--- config.mk ---
export PLATFORM = sky130hd
export DESIGN_NAME = spf_coder_end_flat
export DESIGN_NICKNAME = d
export VERILOG_FILES = /design/src/hdl/spf_pkg.sv /design/src/hdl/spf_link_if.sv /design/src/hdl/spf_coder_end.sv /design/src/flat_wrapper.sv
export SDC_FILE = /design/constraint.sdc
export NUM_CORES = 1
export LEC_CHECK = 0
export BUFFER_PORTS_ARGS = -buffer_cell sky130_fd_sc_hd__buf_4
export CAP_MARGIN = 20
export CORE_ASPECT_RATIO = 1.2
export CORE_MARGIN = 2
export CORE_UTILIZATION = 60
export CTS_CLUSTER_SIZE = 25
export DETAILED_ROUTE_END_ITERATION = 7
export HOLD_SLACK_MARGIN = 0.08
export PLACE_DENSITY = 0.95
export SLEW_MARGIN = 15
export SYNTH_ARGS = -nofsm -noshare
export SYNTH_HDL_FRONTEND = slang
export SYNTH_SLANG_ARGS = --single-unit
export TNS_END_PERCENT = 10
--- constraint.sdc ---
create_clock -name clk -period 12.7 [get_ports clk]
set_input_delay 1.27 -clock clk [delete_from_list [all_inputs] [get_ports clk]]
set_output_delay 1.27 -clock clk [all_outputs]
set_load 0.005 [all_outputs]
--- src/hdl/spf_pkg.sv ---
// Package with the word formats, field widths and frame layout of the speech parameter framer.
package spf_pkg;

    // ****************************************************************
    // Word and frame geometry
    // ****************************************************************
    localparam int WORD_W        = 16;
    localparam int SAMPLE_W      = 13;
    localparam int SAMPLE_PAD_W  = WORD_W - SAMPLE_W;
    localparam int NUM_LOG_AREA  = 8;
    localparam int NUM_SUBFRAME  = 4;
    localparam int NUM_PULSE     = 13;
    localparam int SUB_WORDS     = 4 + NUM_PULSE;
    localparam int FRAME_WORDS   = NUM_LOG_AREA + NUM_SUBFRAME * SUB_WORDS;
    localparam int IDX_W         = 7;

    // ****************************************************************
    // Field widths
    // ****************************************************************
    localparam int LAG_W         = 7;
    localparam int GAIN_W        = 2;
    localparam int GRID_W        = 2;
    localparam int AMP_W         = 6;
    localparam int PULSE_W       = 3;
    localparam int LAG_MIN_OK    = 40;
    localparam int LAG_MAX_OK    = 120;

    // ****************************************************************
    // Timing at the 20 MHz clock
    // ****************************************************************
    localparam int CLK_HZ        = 20_000_000;
    localparam int SAMPLE_HZ     = 8_000;
    localparam int FRAME_MS      = 20;
    localparam int SAMPLE_CYCLES = CLK_HZ / SAMPLE_HZ;
    localparam int FRAME_SAMPLES = SAMPLE_HZ * FRAME_MS / 1000;

    // Sub-frame field positions in transmission order.
    localparam int POS_LAG       = 0;
    localparam int POS_GAIN      = 1;
    localparam int POS_GRID      = 2;
    localparam int POS_AMP       = 3;

    // Width of the field carried in word idx of a coded frame.
    function automatic logic [4:0] field_width(input logic [IDX_W-1:0] idx);
        int s;
        s = 0;
        if (idx < 7'(NUM_LOG_AREA)) begin
            case (idx[2:1])
                2'h0:    field_width = 5'h06;
                2'h1:    field_width = 5'h05;
                2'h2:    field_width = 5'h04;
                default: field_width = 5'h03;
            endcase
        end else begin
            s = (int'(idx) - NUM_LOG_AREA) % SUB_WORDS;
            case (s)
                POS_LAG:  field_width = 5'(LAG_W);
                POS_GAIN: field_width = 5'(GAIN_W);
                POS_GRID: field_width = 5'(GRID_W);
                POS_AMP:  field_width = 5'(AMP_W);
                default:  field_width = 5'(PULSE_W);
            endcase
        end
    endfunction : field_width

    // Keeps only the low width bits of a word.
    function automatic logic [WORD_W-1:0] field_mask(input logic [WORD_W-1:0] w,
                                                     input logic [4:0] width);
        logic [WORD_W-1:0] m;
        m = WORD_W'((17'h00001 << width) - 17'h00001);
        field_mask = w & m;
    endfunction : field_mask

    typedef enum logic [2:0] {
        SPF_IDLE = 3'b001,
        SPF_SEND = 3'b010,
        SPF_LAST = 3'b100
    } spf_state_e;

endpackage : spf_pkg

--- src/hdl/spf_link_if.sv ---
// Interface carrying coded-parameter words and sample words between the two ends.
interface spf_link_if;
    import spf_pkg::*;
    logic              par_valid;   // Parameter word valid.
    logic              par_ready;   // Parameter word accepted.
    logic [WORD_W-1:0] par_data;    // Right-justified parameter word.
    logic              par_first;   // Marks word 0 of a frame.
    logic              smp_valid;   // Sample word valid.
    logic              smp_ready;   // Sample word accepted.
    logic [WORD_W-1:0] smp_data;    // Left-justified sample word.

    modport coder (output par_valid, par_data, par_first, smp_ready,
                   input  par_ready, smp_valid, smp_data);
    modport codec (input  par_valid, par_data, par_first, smp_ready,
                   output par_ready, smp_valid, smp_data);
endinterface : spf_link_if

--- src/hdl/spf_coder_end.sv ---
// Coder end: hands link samples to the encoder, frames coded parameters through a two-entry buffer.
//
// Overview of operation
// Input samples are 13 bits, left-justified.
// Output samples are left-justified, low three bits zero.
// Log-area codes one-two 6 bits, three-four 5.
// Log-area codes five-six 4 bits, seven-eight 3.
// Thirteen 3-bit pulse index codes per sub-frame.
// Lag 7, gain 2, grid 2, amplitude 6 bits.
// Log-area codes first, then sub-frames one to four.
// Decoder accepts every lag code 0 to 127.
// Decoder accepts every code of every field.
// Each parameter is its own right-justified word.
// A frame is 76 words per 20 ms.
// Samples arrive in real time at 8 kHz.
// Zero-fill above field; strobe first frame word.
//
// Design notes
// The encoder datapath hands over one raw code at a time on par_code.
// The position of the code within the frame is kept here, in the word
// counter, so the encoder never states which field it is offering.
// The counter selects the width of the field, and every bit above that
// width is cleared before the word enters the buffer.
// The counter restarts at zero after the last word of a frame, and the
// word taken at position zero carries the frame strobe along with it.
// The strobe is stored beside its word, so a stall on the link cannot
// separate a word from its strobe.
// The two-entry buffer lets the encoder offer a code in every cycle
// while the link is busy; par_ready falls only when both entries hold
// words, so a stall by the far end loses nothing.
// The clock enable also gates par_ready and the sample ready signal.
// Without that gate a word offered while the enable is low would be
// shown as accepted but never stored.
// The encoder must follow the frame layout itself: a code offered out
// of order is still cut to the width of the current position.
// A reset in mid-frame drops any buffered words and restarts the count,
// so the far end sees the next word as a fresh frame start.
// Sample words from the far end pass through a single holding stage.
// The stage frees itself in the cycle in which the encoder takes the
// sample, so one sample per cycle can flow when both sides are ready.
// Only the top 13 bits of a sample word are kept; the three padding bits
// at the bottom are dropped on the way in.
module spf_coder_end
    import spf_pkg::*;
#(
    parameter int DEPTH = 2
) (
    input  wire logic                 clk,         // 20 MHz clock.
    input  wire logic                 rst_n,       // Asynchronous reset, active low.
    input  wire logic                 ce,          // Clock enable; low freezes all state.
    spf_link_if.coder                 link,        // Link toward the codec end.
    input  wire logic                 par_valid,   // Encoder offers a parameter code.
    output      logic                 par_ready,   // Code accepted this cycle.
    input  wire logic [WORD_W-1:0]    par_code,    // Raw code, upper bits ignored.
    output      logic                 smp_valid,   // Encoder sample word valid.
    input  wire logic                 smp_ready,   // Encoder takes the sample.
    output      logic [SAMPLE_W-1:0]  smp_value,   // 13-bit linear sample.
    output      logic [IDX_W-1:0]     word_index,  // Index of the next code to frame.
    output      logic                 frame_done   // Pulse after word 75 is buffered.
);
    import spf_pkg::*;

    // ****************************************************************
    // Elaboration checks
    // ****************************************************************
    // The buffer pointers are single bits, so only two entries can be served.
    if (DEPTH != 2) begin : g_bad_depth
        $error("spf_coder_end: DEPTH must be 2");
    end

    // The word counter must be able to reach the last word of a frame.
    if (FRAME_WORDS > (1 << IDX_W)) begin : g_bad_idx
        $error("spf_coder_end: IDX_W too narrow for a frame");
    end

    // A parameter field can never be wider than its container word.
    if (LAG_W > WORD_W || AMP_W > WORD_W) begin : g_bad_field
        $error("spf_coder_end: field wider than a word");
    end

    // The sample must fit in the top bits of its container word.
    if (SAMPLE_W > WORD_W) begin : g_bad_sample
        $error("spf_coder_end: sample wider than a word");
    end

    // ****************************************************************
    // Framing of coded parameters
    // ****************************************************************
    spf_state_e        state;
    spf_state_e        next_state;
    logic [IDX_W-1:0]  idx;
    logic              buf_ready;
    logic              take;
    logic [4:0]        cur_width;
    logic [WORD_W-1:0] packed_word;
    logic              is_last;

    // The width is looked up by position, so order and widths follow the frame layout.
    assign cur_width   = field_width(idx);
    assign packed_word = field_mask(par_code, cur_width);
    assign take        = par_valid && par_ready;
    assign par_ready   = buf_ready && ce;                        // A frozen block takes nothing.
    assign is_last     = (idx == 7'(FRAME_WORDS - 1));
    assign word_index  = idx;

    // State follows position within the frame.
    always_comb begin
        case (state)
            SPF_IDLE: next_state = take ? SPF_SEND : SPF_IDLE;
            SPF_SEND: next_state = (take && idx == 7'(FRAME_WORDS - 2)) ? SPF_LAST : SPF_SEND;
            SPF_LAST: next_state = take ? SPF_IDLE : SPF_LAST;
            default:  next_state = SPF_IDLE;
        endcase
    end

    // Word counter wraps after the last word of a frame.
    always_ff @(posedge clk or negedge rst_n) begin
        if (!rst_n) begin
            idx        <= '0;
            state      <= SPF_IDLE;
            frame_done <= 1'b0;
        end else if (ce) begin
            state      <= next_state;
            frame_done <= take && (state == SPF_LAST);
            if (take) begin
                idx <= is_last ? '0 : idx + 7'h01;
            end
        end
    end

    // ****************************************************************
    // Two-entry buffer toward the link
    // ****************************************************************
    logic [WORD_W:0]   mem [DEPTH];
    logic              wr_ptr;
    logic              rd_ptr;
    logic [1:0]        count;
    logic              push;
    logic              pop;

    assign buf_ready      = (count != 2'h2);
    assign push           = take;
    assign pop            = link.par_valid && link.par_ready;
    assign link.par_valid = (count != 2'h0);
    assign link.par_data  = mem[rd_ptr][WORD_W-1:0];
    assign link.par_first = mem[rd_ptr][WORD_W];

    // Buffer storage; the first flag rides with its word.
    always_ff @(posedge clk or negedge rst_n) begin
        if (!rst_n) begin
            mem[0] <= '0;
            mem[1] <= '0;
        end else if (ce && push) begin
            mem[wr_ptr] <= {idx == '0, packed_word};
        end
    end

    // Buffer pointers and fill level; a stall on the link stalls par_ready.
    always_ff @(posedge clk or negedge rst_n) begin
        if (!rst_n) begin
            wr_ptr <= 1'b0;
            rd_ptr <= 1'b0;
            count  <= 2'h0;
        end else if (ce) begin
            if (push) wr_ptr <= ~wr_ptr;
            if (pop) rd_ptr <= ~rd_ptr;
            count <= count + 2'(push) - 2'(pop);
        end
    end

    // ****************************************************************
    // Sample words from the link toward the encoder
    // ****************************************************************
    logic                smp_full;
    logic [SAMPLE_W-1:0] smp_reg;

    assign link.smp_ready = ce && (!smp_full || smp_ready);
    assign smp_valid      = smp_full;
    assign smp_value      = smp_reg;

    // One-word holding stage; the sample sits in the top 13 bits.
    always_ff @(posedge clk or negedge rst_n) begin
        if (!rst_n) begin
            smp_full <= 1'b0;
            smp_reg  <= '0;
        end else if (ce) begin
            if (link.smp_valid && link.smp_ready) begin
                smp_full <= 1'b1;
                smp_reg  <= link.smp_data[WORD_W-1 -: SAMPLE_W];
            end else if (smp_ready) begin
                smp_full <= 1'b0;
            end
        end
    end

endmodule : spf_coder_end

--- src/flat_wrapper.sv ---
// flat-port wrapper written by rule: the top's interface ports become plain ports
module spf_coder_end_flat import spf_pkg::*;
#(
    parameter int DEPTH = 2
)
  (clk, rst_n, ce, par_valid, par_ready, par_code, smp_valid, smp_ready, smp_value, word_index, frame_done, link_par_valid, link_par_data, link_par_first, link_smp_ready, link_par_ready, link_smp_valid, link_smp_data);
  spf_link_if link_i ();
  input  wire logic clk;
  input  wire logic rst_n;
  input  wire logic ce;
  input  wire logic par_valid;
  output      logic par_ready;
  input  wire logic [WORD_W-1:0] par_code;
  output      logic smp_valid;
  input  wire logic smp_ready;
  output      logic [SAMPLE_W-1:0] smp_value;
  output      logic [IDX_W-1:0] word_index;
  output      logic frame_done;
  output wire logic [$bits(link_i.par_valid)-1:0] link_par_valid;
  output wire logic [$bits(link_i.par_data)-1:0] link_par_data;
  output wire logic [$bits(link_i.par_first)-1:0] link_par_first;
  output wire logic [$bits(link_i.smp_ready)-1:0] link_smp_ready;
  input wire logic [$bits(link_i.par_ready)-1:0] link_par_ready;
  input wire logic [$bits(link_i.smp_valid)-1:0] link_smp_valid;
  input wire logic [$bits(link_i.smp_data)-1:0] link_smp_data;
  assign link_par_valid = link_i.par_valid;
  assign link_par_data = link_i.par_data;
  assign link_par_first = link_i.par_first;
  assign link_smp_ready = link_i.smp_ready;
  assign link_i.par_ready = link_par_ready;
  assign link_i.smp_valid = link_smp_valid;
  assign link_i.smp_data = link_smp_data;
  spf_coder_end #(.DEPTH(DEPTH)) u_core (.clk(clk), .rst_n(rst_n), .ce(ce), .link(link_i), .par_valid(par_valid), .par_ready(par_ready), .par_code(par_code), .smp_valid(smp_valid), .smp_ready(smp_ready), .smp_value(smp_value), .word_index(word_index), .frame_done(frame_done));
endmodule
## Yosys cells after proc, flatten, opt, wreduce, memory -nomap -nowiden

Index checks and enable logic that the tools add are counted.

| word-level totals | value |
|---|---|
| memories | 0 |
| bits in read-only memories | 0 |
| latch bits | 0 |
| output and inout port bits | 42 |
| input port bits | 39 |
| register bits | 63 |
| logic and storage cells | 74 |
| RAM bits | 0 |

| cells by class | value |
|---|---|
| order comparisons | 4 |
| div/mod/pow operators | 1 |
| add/sub/neg operators | 5 |
| bitwise operators | 5 |
| equality and inequality tests | 11 |
| muxes and demuxes | 16 |
| multiply operators | 0 |
| shift-type cells | 1 |
| reduce and logical (&&, ||, !) cells | 21 |

Operator list:

| kind | count |
|---|---|
| $mux 17 | 4 |
| $eq 32x2->1 const B | 2 |
| $bwmux 34 | 1 |
| $eq 32x1->1 const B | 1 |
| $logic_not 32->1 | 1 |
| $mod 32x6->32 const B | 1 |
| $pmux 3 s3 | 3 |
| $demux 17 s1 | 1 |
| $and 16x16->16 | 1 |
| $shl 1x5->16 const A | 1 |
| $sub 16x1->16 const B | 1 |
| $eq 7x7->1 const B | 2 |
| $logic_and 1x1->1 | 9 |
| $reduce_and 2->1 | 4 |
| $sub 7x4->8 const B | 1 |
| $add 7x1->7 const B | 1 |
| $logic_not 7->1 | 1 |
| $lt 7x4->1 const B | 1 |
| $mux 7 | 1 |
| $mux 3 | 2 |
| $mux 5 | 1 |
| $ge 2x2->1 const B | 2 |
| $not 1->2 | 2 |
| $reduce_bool 2->1 | 2 |
| 16 further kinds | 18 |

## Logic depth before layout (Yosys ltp)

| logic depth | value |
|---|---|
| depth in word-level cells | 10 |
| depth in mapped cells | 34 |
| depth with buffers taken out | 31 |

## Worst setup path before layout

OpenSTA, ideal clock, no wires.

| path | value |
|---|---|
| path kind | flip-flop to flip-flop |
| start | register u_core.idx[3], in the netlist u_core.word_index[3] |
| end | register u_core.mem[19] (netlist bit) |
| period minus slack after synthesis | 7080 ps |
| setup time | 125 ps |
| cell stages (with the launch flop) | 31 |
| setup slack | 5620 ps |
| path buffers | 2 |
| required time | 12575 ps |
| arrival | 6955 ps |
| path through | dfrtp_1 -> clkbuf_1 -> inv_1 -> ha_1 -> or3b_1 -> o21a_1 -> or2_2 -> a21oi_1 -> nor2_1 -> ha_1 -> o21ba_2 -> a311oi_2 -> nor3_2 -> xnor2_1 -> ha_1 -> nand2b_1 -> a211o_1 -> mux2i_1 -> o21a_1 -> mux2_2 -> ha_1 -> a2111oi_0 -> a211oi_2 -> and4bb_1 -> nor2_1 -> nand2_1 -> ha_1 -> clkbuf_1 -> xor2_1 -> and2_1 -> mux2_2 |

| between the ends | value |
|---|---|
| longest elaborated chain between the ends | 10 |
| elaborated cells between the ends (all ways) | 14 |
| those cells by class | 2 x add/sub; 1 x div; 1 x order compare; 3 x eq/ne; 1 x shift; 3 x mux; 1 x bitwise; 2 x reduce/logical |

RTL lines:

| what | RTL line | source |
|---|---|---|
| start, declared | spf_coder_end.sv:91 | `logic [IDX_W-1:0] idx;` |
| start signal, assigned | spf_coder_end.sv:126 | `idx <= is_last ? '0 : idx + 7'h01;` |
| $sub 7x4->8 | spf_pkg.sv:55 | `s = (int'(idx) - NUM_LOG_AREA) % SUB_WORDS;` |
| $mod 32x6->32 | spf_pkg.sv:55 |  |
| $eq 32x1->1 or $eq 32x2->1 (tied branches) | spf_pkg.sv:56 | `case (s)` |
| $reduce_or 2->1 (no line) | -- |  |
| $pmux 3 s3 | spf_pkg.sv:56 |  |
| $mux 5 (*) | spf_pkg.sv:47 | `if (idx < 7'(NUM_LOG_AREA)) begin` |
| $shl 1x5->16 (*) | spf_pkg.sv:70 | `m = WORD_W'((17'h00001 << width) - 17'h00001);` |
| $sub 16x1->16 (*) | spf_pkg.sv:70 |  |
| $and 16x16->16 (*) | spf_pkg.sv:71 | `field_mask = w & m;` |
| $bwmux 34 (*) | spf_coder_end.sv:154 | `mem[wr_ptr] <= {idx == '0, packed_word};` |
| end signal, assigned by index | spf_coder_end.sv:154 |  |
| end, declared | spf_coder_end.sv:134 | `logic [WORD_W:0] mem [DEPTH];` |

Every way passes the cells marked *; elsewhere a longest branch is shown, timed or not.
A chain may end at the register's enable or synchronous reset.

## Final worst setup path

| path | value |
|---|---|
| start | register u_core.idx[3], in the netlist u_core.word_index[3] |
| end | register u_core.mem[6] (netlist bit) |

The elaborated chain is that of the path after synthesis.

==> flow_summary.yaml <==
power_and_ir_drop:
  internal_power_w: 0.000854
  leakage_nw: 2.39
  power.combinational.fraction_pct: 67.2
  vdd_drop_max_uv: 265
  design_power_total_w: 0.00162
  power_density_nw_per_um2: 308
  power.switching_w: 0.000767
  switching_share_pct: 47.3
  clkPwrFrac_pct: 12.7
  power.sequential.fraction_pct: 20.1
synthesis:
  synth_top_family_by_area: "simple AND/OR/NAND/NOR gates"
  synth.ff_latch_count: 63
  synth.yosys.seq_area_share_pct: 35.4
  synthDistinctLibCells: 85
  ys.flop_type: "dfrtp_1"
  async_reset_ff_share_pct: 100
  post_synth_inst_count: 473
  post_synth_xor_area_fraction_pct: 2.95
  synth_enable_flop_cells: 0
  synthesized_area_fraction_occupied_by_adder_cells_pct: 5.61
  synthSimpleGateAreaFrac_pct: 21.4
  post_synth.cell_area_avg_um2: 9.43
  synth_compound_gate_area_share_pct: 19.8
  mappedNetlistArea_um2: 4460
  yosysWarningCount: 0
  synthMuxAreaShare_pct: 10.9
  synthesis.nets: 532
route:
  dr.pass1.iters: 5
  drt-wirelength-per-cell_um: 19.1
  drtAntennaViolNets: 0
  routed-via-count: 4029
  route.detailed.vias_per_inst: 6.36
  finalWirelength_mm: 12.1
  remaining_drc_errors: 0
  detailedRoute.firstIterationViolations: 264
cts:
  tritoncts: "done"
  cts_hold_repair.buffers: 0
  cts_buffers: 9
  clock_sink_count: 63
  post_cts.repair.setup_buffers: 0
  cts-root-to-sink-buffers: 2
  clkTransAtPathRegs_ns: 0.07
  htree_num_levels: 3
  cts_resized: 0
  ctsRootBufferMaster: "clkbuf_8"
  clock_insertion_delay_worst_skew_ns: 0.35
grt:
  largest_net_degree_at_the_start_of_global_routing: 64
  globalRouteOverflowTotal: 0
  grt_pass1_wl_mm: 19.6
  aggregate_global_route_resource_usage_pct: 31.4
  antenna_found_initial: 0
  grt_pass1_vias: 4031
worst_hold_path:
  hp_start: "u_core.mem[18]$_DFFE_PN0P_"
  whs_endpoint: "u_core.mem[18]$_DFFE_PN0P_"
  worstHoldPathType: "flop to flop"
  min_path_cells: 2
setup_path:
  timing.reg2reg.setup_slack_ns: 4.12
  timing.critical_path.arrival_ns: 8.81
  worst_r2r_startpoint: "u_core.word_index[3]$_DFFE_PN0P_"
  critical_path.startpoint_type: "flop"
  reg2regPathDepth: 29
  cp_slowest_stage_delay_ns: 0.61
  r2r-end: "u_core.mem[6]$_DFFE_PN0P_"
  cpLargestDelayFamily: "compound AO/OA/AOI/OAI gates"
  worst_path_most_repeated_cell: "ha_1"
  path_max_fanout: 17
  kind_of_critical_path: "flop to flop"
  timing.critical_path.slowest_stage_cell: "or3b_1"
  timing.critical_path.to_type: "flop"
  cp_data_required_time_ns: 12.93
  timing.critical_path.buf_inv: 1
floorplanning:
  io_pins: 81
  fp.dieArea_um2: 8140
  floorplan.initialDensity_pct: 61.7
  placement_rows: 34
  die_height_um: 98.4
  core-area_um2: 7230
  fp.dieW_um: 82.7
timing:
  final.setup.tns_ns: 0
  worst-slew-pin-transition_ns: 0.917
  fmax_mhz: 117
  post-route-period-util_pct: 67.6
  period_minus_slack_ns: 8.58
  finClkSkew_ns: 0.0109
  timing_max_transition_violations_final: 0
  setup_repair_after_global_routing_missed_its_margin: "no"
  setup_viol: 0
  timing.slew.headroom_pct: 38.5
  final-hold-violation-count: 0
finish:
  postLayoutCellArea_um2: 5270
  antenna_cells: 0
  layout.nets: 597
  final_layout_size_suffix_gt1_share_pct: 29.7
  layout.cells.most_common: "buf_4"
  most-common-layout-cells: "74 x buf_4, 64 x nand2_1, 62 x dfrtp_1, 37 x mux2_2, 31 x o21ai_0"
  flow.area_growth_from_synthesis_pct: 18.1
place:
  detailed_place.area_um2: 5030
  port_buffers: 74
  dp_hpwl_mm: 8.32
  gp_routability_congestion: 0.865
run:
  max_cap_violations: 0
status:
  status: "finished, final reports clean"
-- cell usage after synthesis (4+ instances only) --
cell type | number | share of area (%)
o21a_1 | 4 | 0.67
nand2_1 | 64 | 5.4
a21oi_1 | 10 | 1.1
o31ai_1 | 6 | 1.0
ha_1 | 20 | 5.6
o22ai_1 | 4 | 0.56
and3_1 | 4 | 0.56
o21ai_1 | 6 | 0.67
nor3_1 | 8 | 0.90
or3_1 | 4 | 0.56
clkbuf_1 | 13 | 1.1
or2_2 | 4 | 0.56
inv_1 | 19 | 1.6
mux2_2 | 37 | 9.3
xnor2_1 | 12 | 2.4
dfrtp_1 | 62 | 35
mux2i_1 | 4 | 0.90
o21ai_0 | 31 | 3.5
nand3_1 | 11 | 1.2
nor2b_1 | 7 | 0.98
nor4_1 | 5 | 0.70
nand2b_1 | 7 | 0.98
a211o_1 | 5 | 0.98
and2_1 | 8 | 1.1
nor2_1 | 28 | 2.4
-- power by group through the flow --
stage / clock network [W] / logic (W) / registers (W)
floorplan: 0 / 0.000857 / 0.000286
global placement: 0 / 0.00102 / 0.000317
detailed placement: 0 / 0.00106 / 0.000324
CTS: 0.000206 / 0.00108 / 0.000323
global route: 0.000216 / 0.00120 / 0.000332
finish: 0.000206 / 0.00109 / 0.000326
-- state kept, by name (all words and copies together) (netlist names) --
register           flops
u_core.wr_ptr          1
u_core.smp_value      13
u_core.count           2
u_core.frame_done      1
u_core.smp_valid       1
u_core.mem            34
u_core.state           3
u_core.rd_ptr          1
u_core.word_index      7
-- worst max-delay path by stage --
| stage | start | end | slack [ns] | cells past startpoint |
|---|---|---|---|---|
| finish | u_core.word_index[3]$_DFFE_PN0P_ | u_core.mem[6]$_DFFE_PN0P_ | 4.12 | 29 |
| global route | u_core.word_index[3]$_DFFE_PN0P_ | u_core.mem[6]$_DFFE_PN0P_ | 3.61 | 29 |
| CTS | u_core.word_index[3]$_DFFE_PN0P_ | u_core.mem[6]$_DFFE_PN0P_ | 4.27 | 29 |
| detailed placement | u_core.word_index[3]$_DFFE_PN0P_ | u_core.mem[6]$_DFFE_PN0P_ | 4.35 | 29 |
| global placement | u_core.word_index[3]$_DFFE_PN0P_ | u_core.mem[19]$_DFFE_PN0P_ | 4.67 | 28 |
| floorplan | u_core.word_index[3]$_DFFE_PN0P_ | u_core.mem[19]$_DFFE_PN0P_ | 5.62 | 30 |
-- through the flow --
stage | util (%) | setup WS [ns] | hold WS (ns) | instances
floorplan | - | 5.62 | 0.440 | 473
global placement | 69.5 | 4.67 | 0.452 | 617
detailed placement | 69.5 | 4.35 | 0.459 | 617
CTS | 72.8 | 4.27 | 0.485 | 633
global route | 72.8 | 3.61 | 0.520 | 633
finish | 72.8 | 4.12 | 0.481 | 633
-- worst reg2reg max path, delay by kind of cell, from the launching register on --
kind / cells / cell delay [ns]
AO/OA/AOI/OAI: 10 / 2.53
AND/OR/NAND/NOR: 9 / 2.29
adder cells (fa/ha/maj): 5 / 1.53
multiplexers: 3 / 1.13
flip-flops: 1 / 0.58
XOR/XNOR: 1 / 0.26
buffers and inverters: 1 / 0.16
-- kinds of logic after synthesis --
kind of cell | after synthesis
fa+ha+maj | 20
other cells | 1
buf+inv | 39
flops | 63
mux | 43
xor+xnor | 15
compound gates | 117
simple gates | 175
-- metal layers --
metal  vias to the layer above  GRT usage (%)  wire (µm)
met3                        39           8.42        977
met1                      1938           36.4       4600
met4                         0           15.8        471
met2                       211           52.4       6070
met5                         -              0          0
li1                       1841              -          -
-- cell type report --
cell class	count	area, µm²
clock buffers	12	165
clock inverters	4	76.3
fillers	445	1960
inverters	19	71.3
multi-input cells	371	2710
flip-flops and latches	63	1580
well taps	90	113
repair buffers	74	556
(Power assumes the default switching activity.)
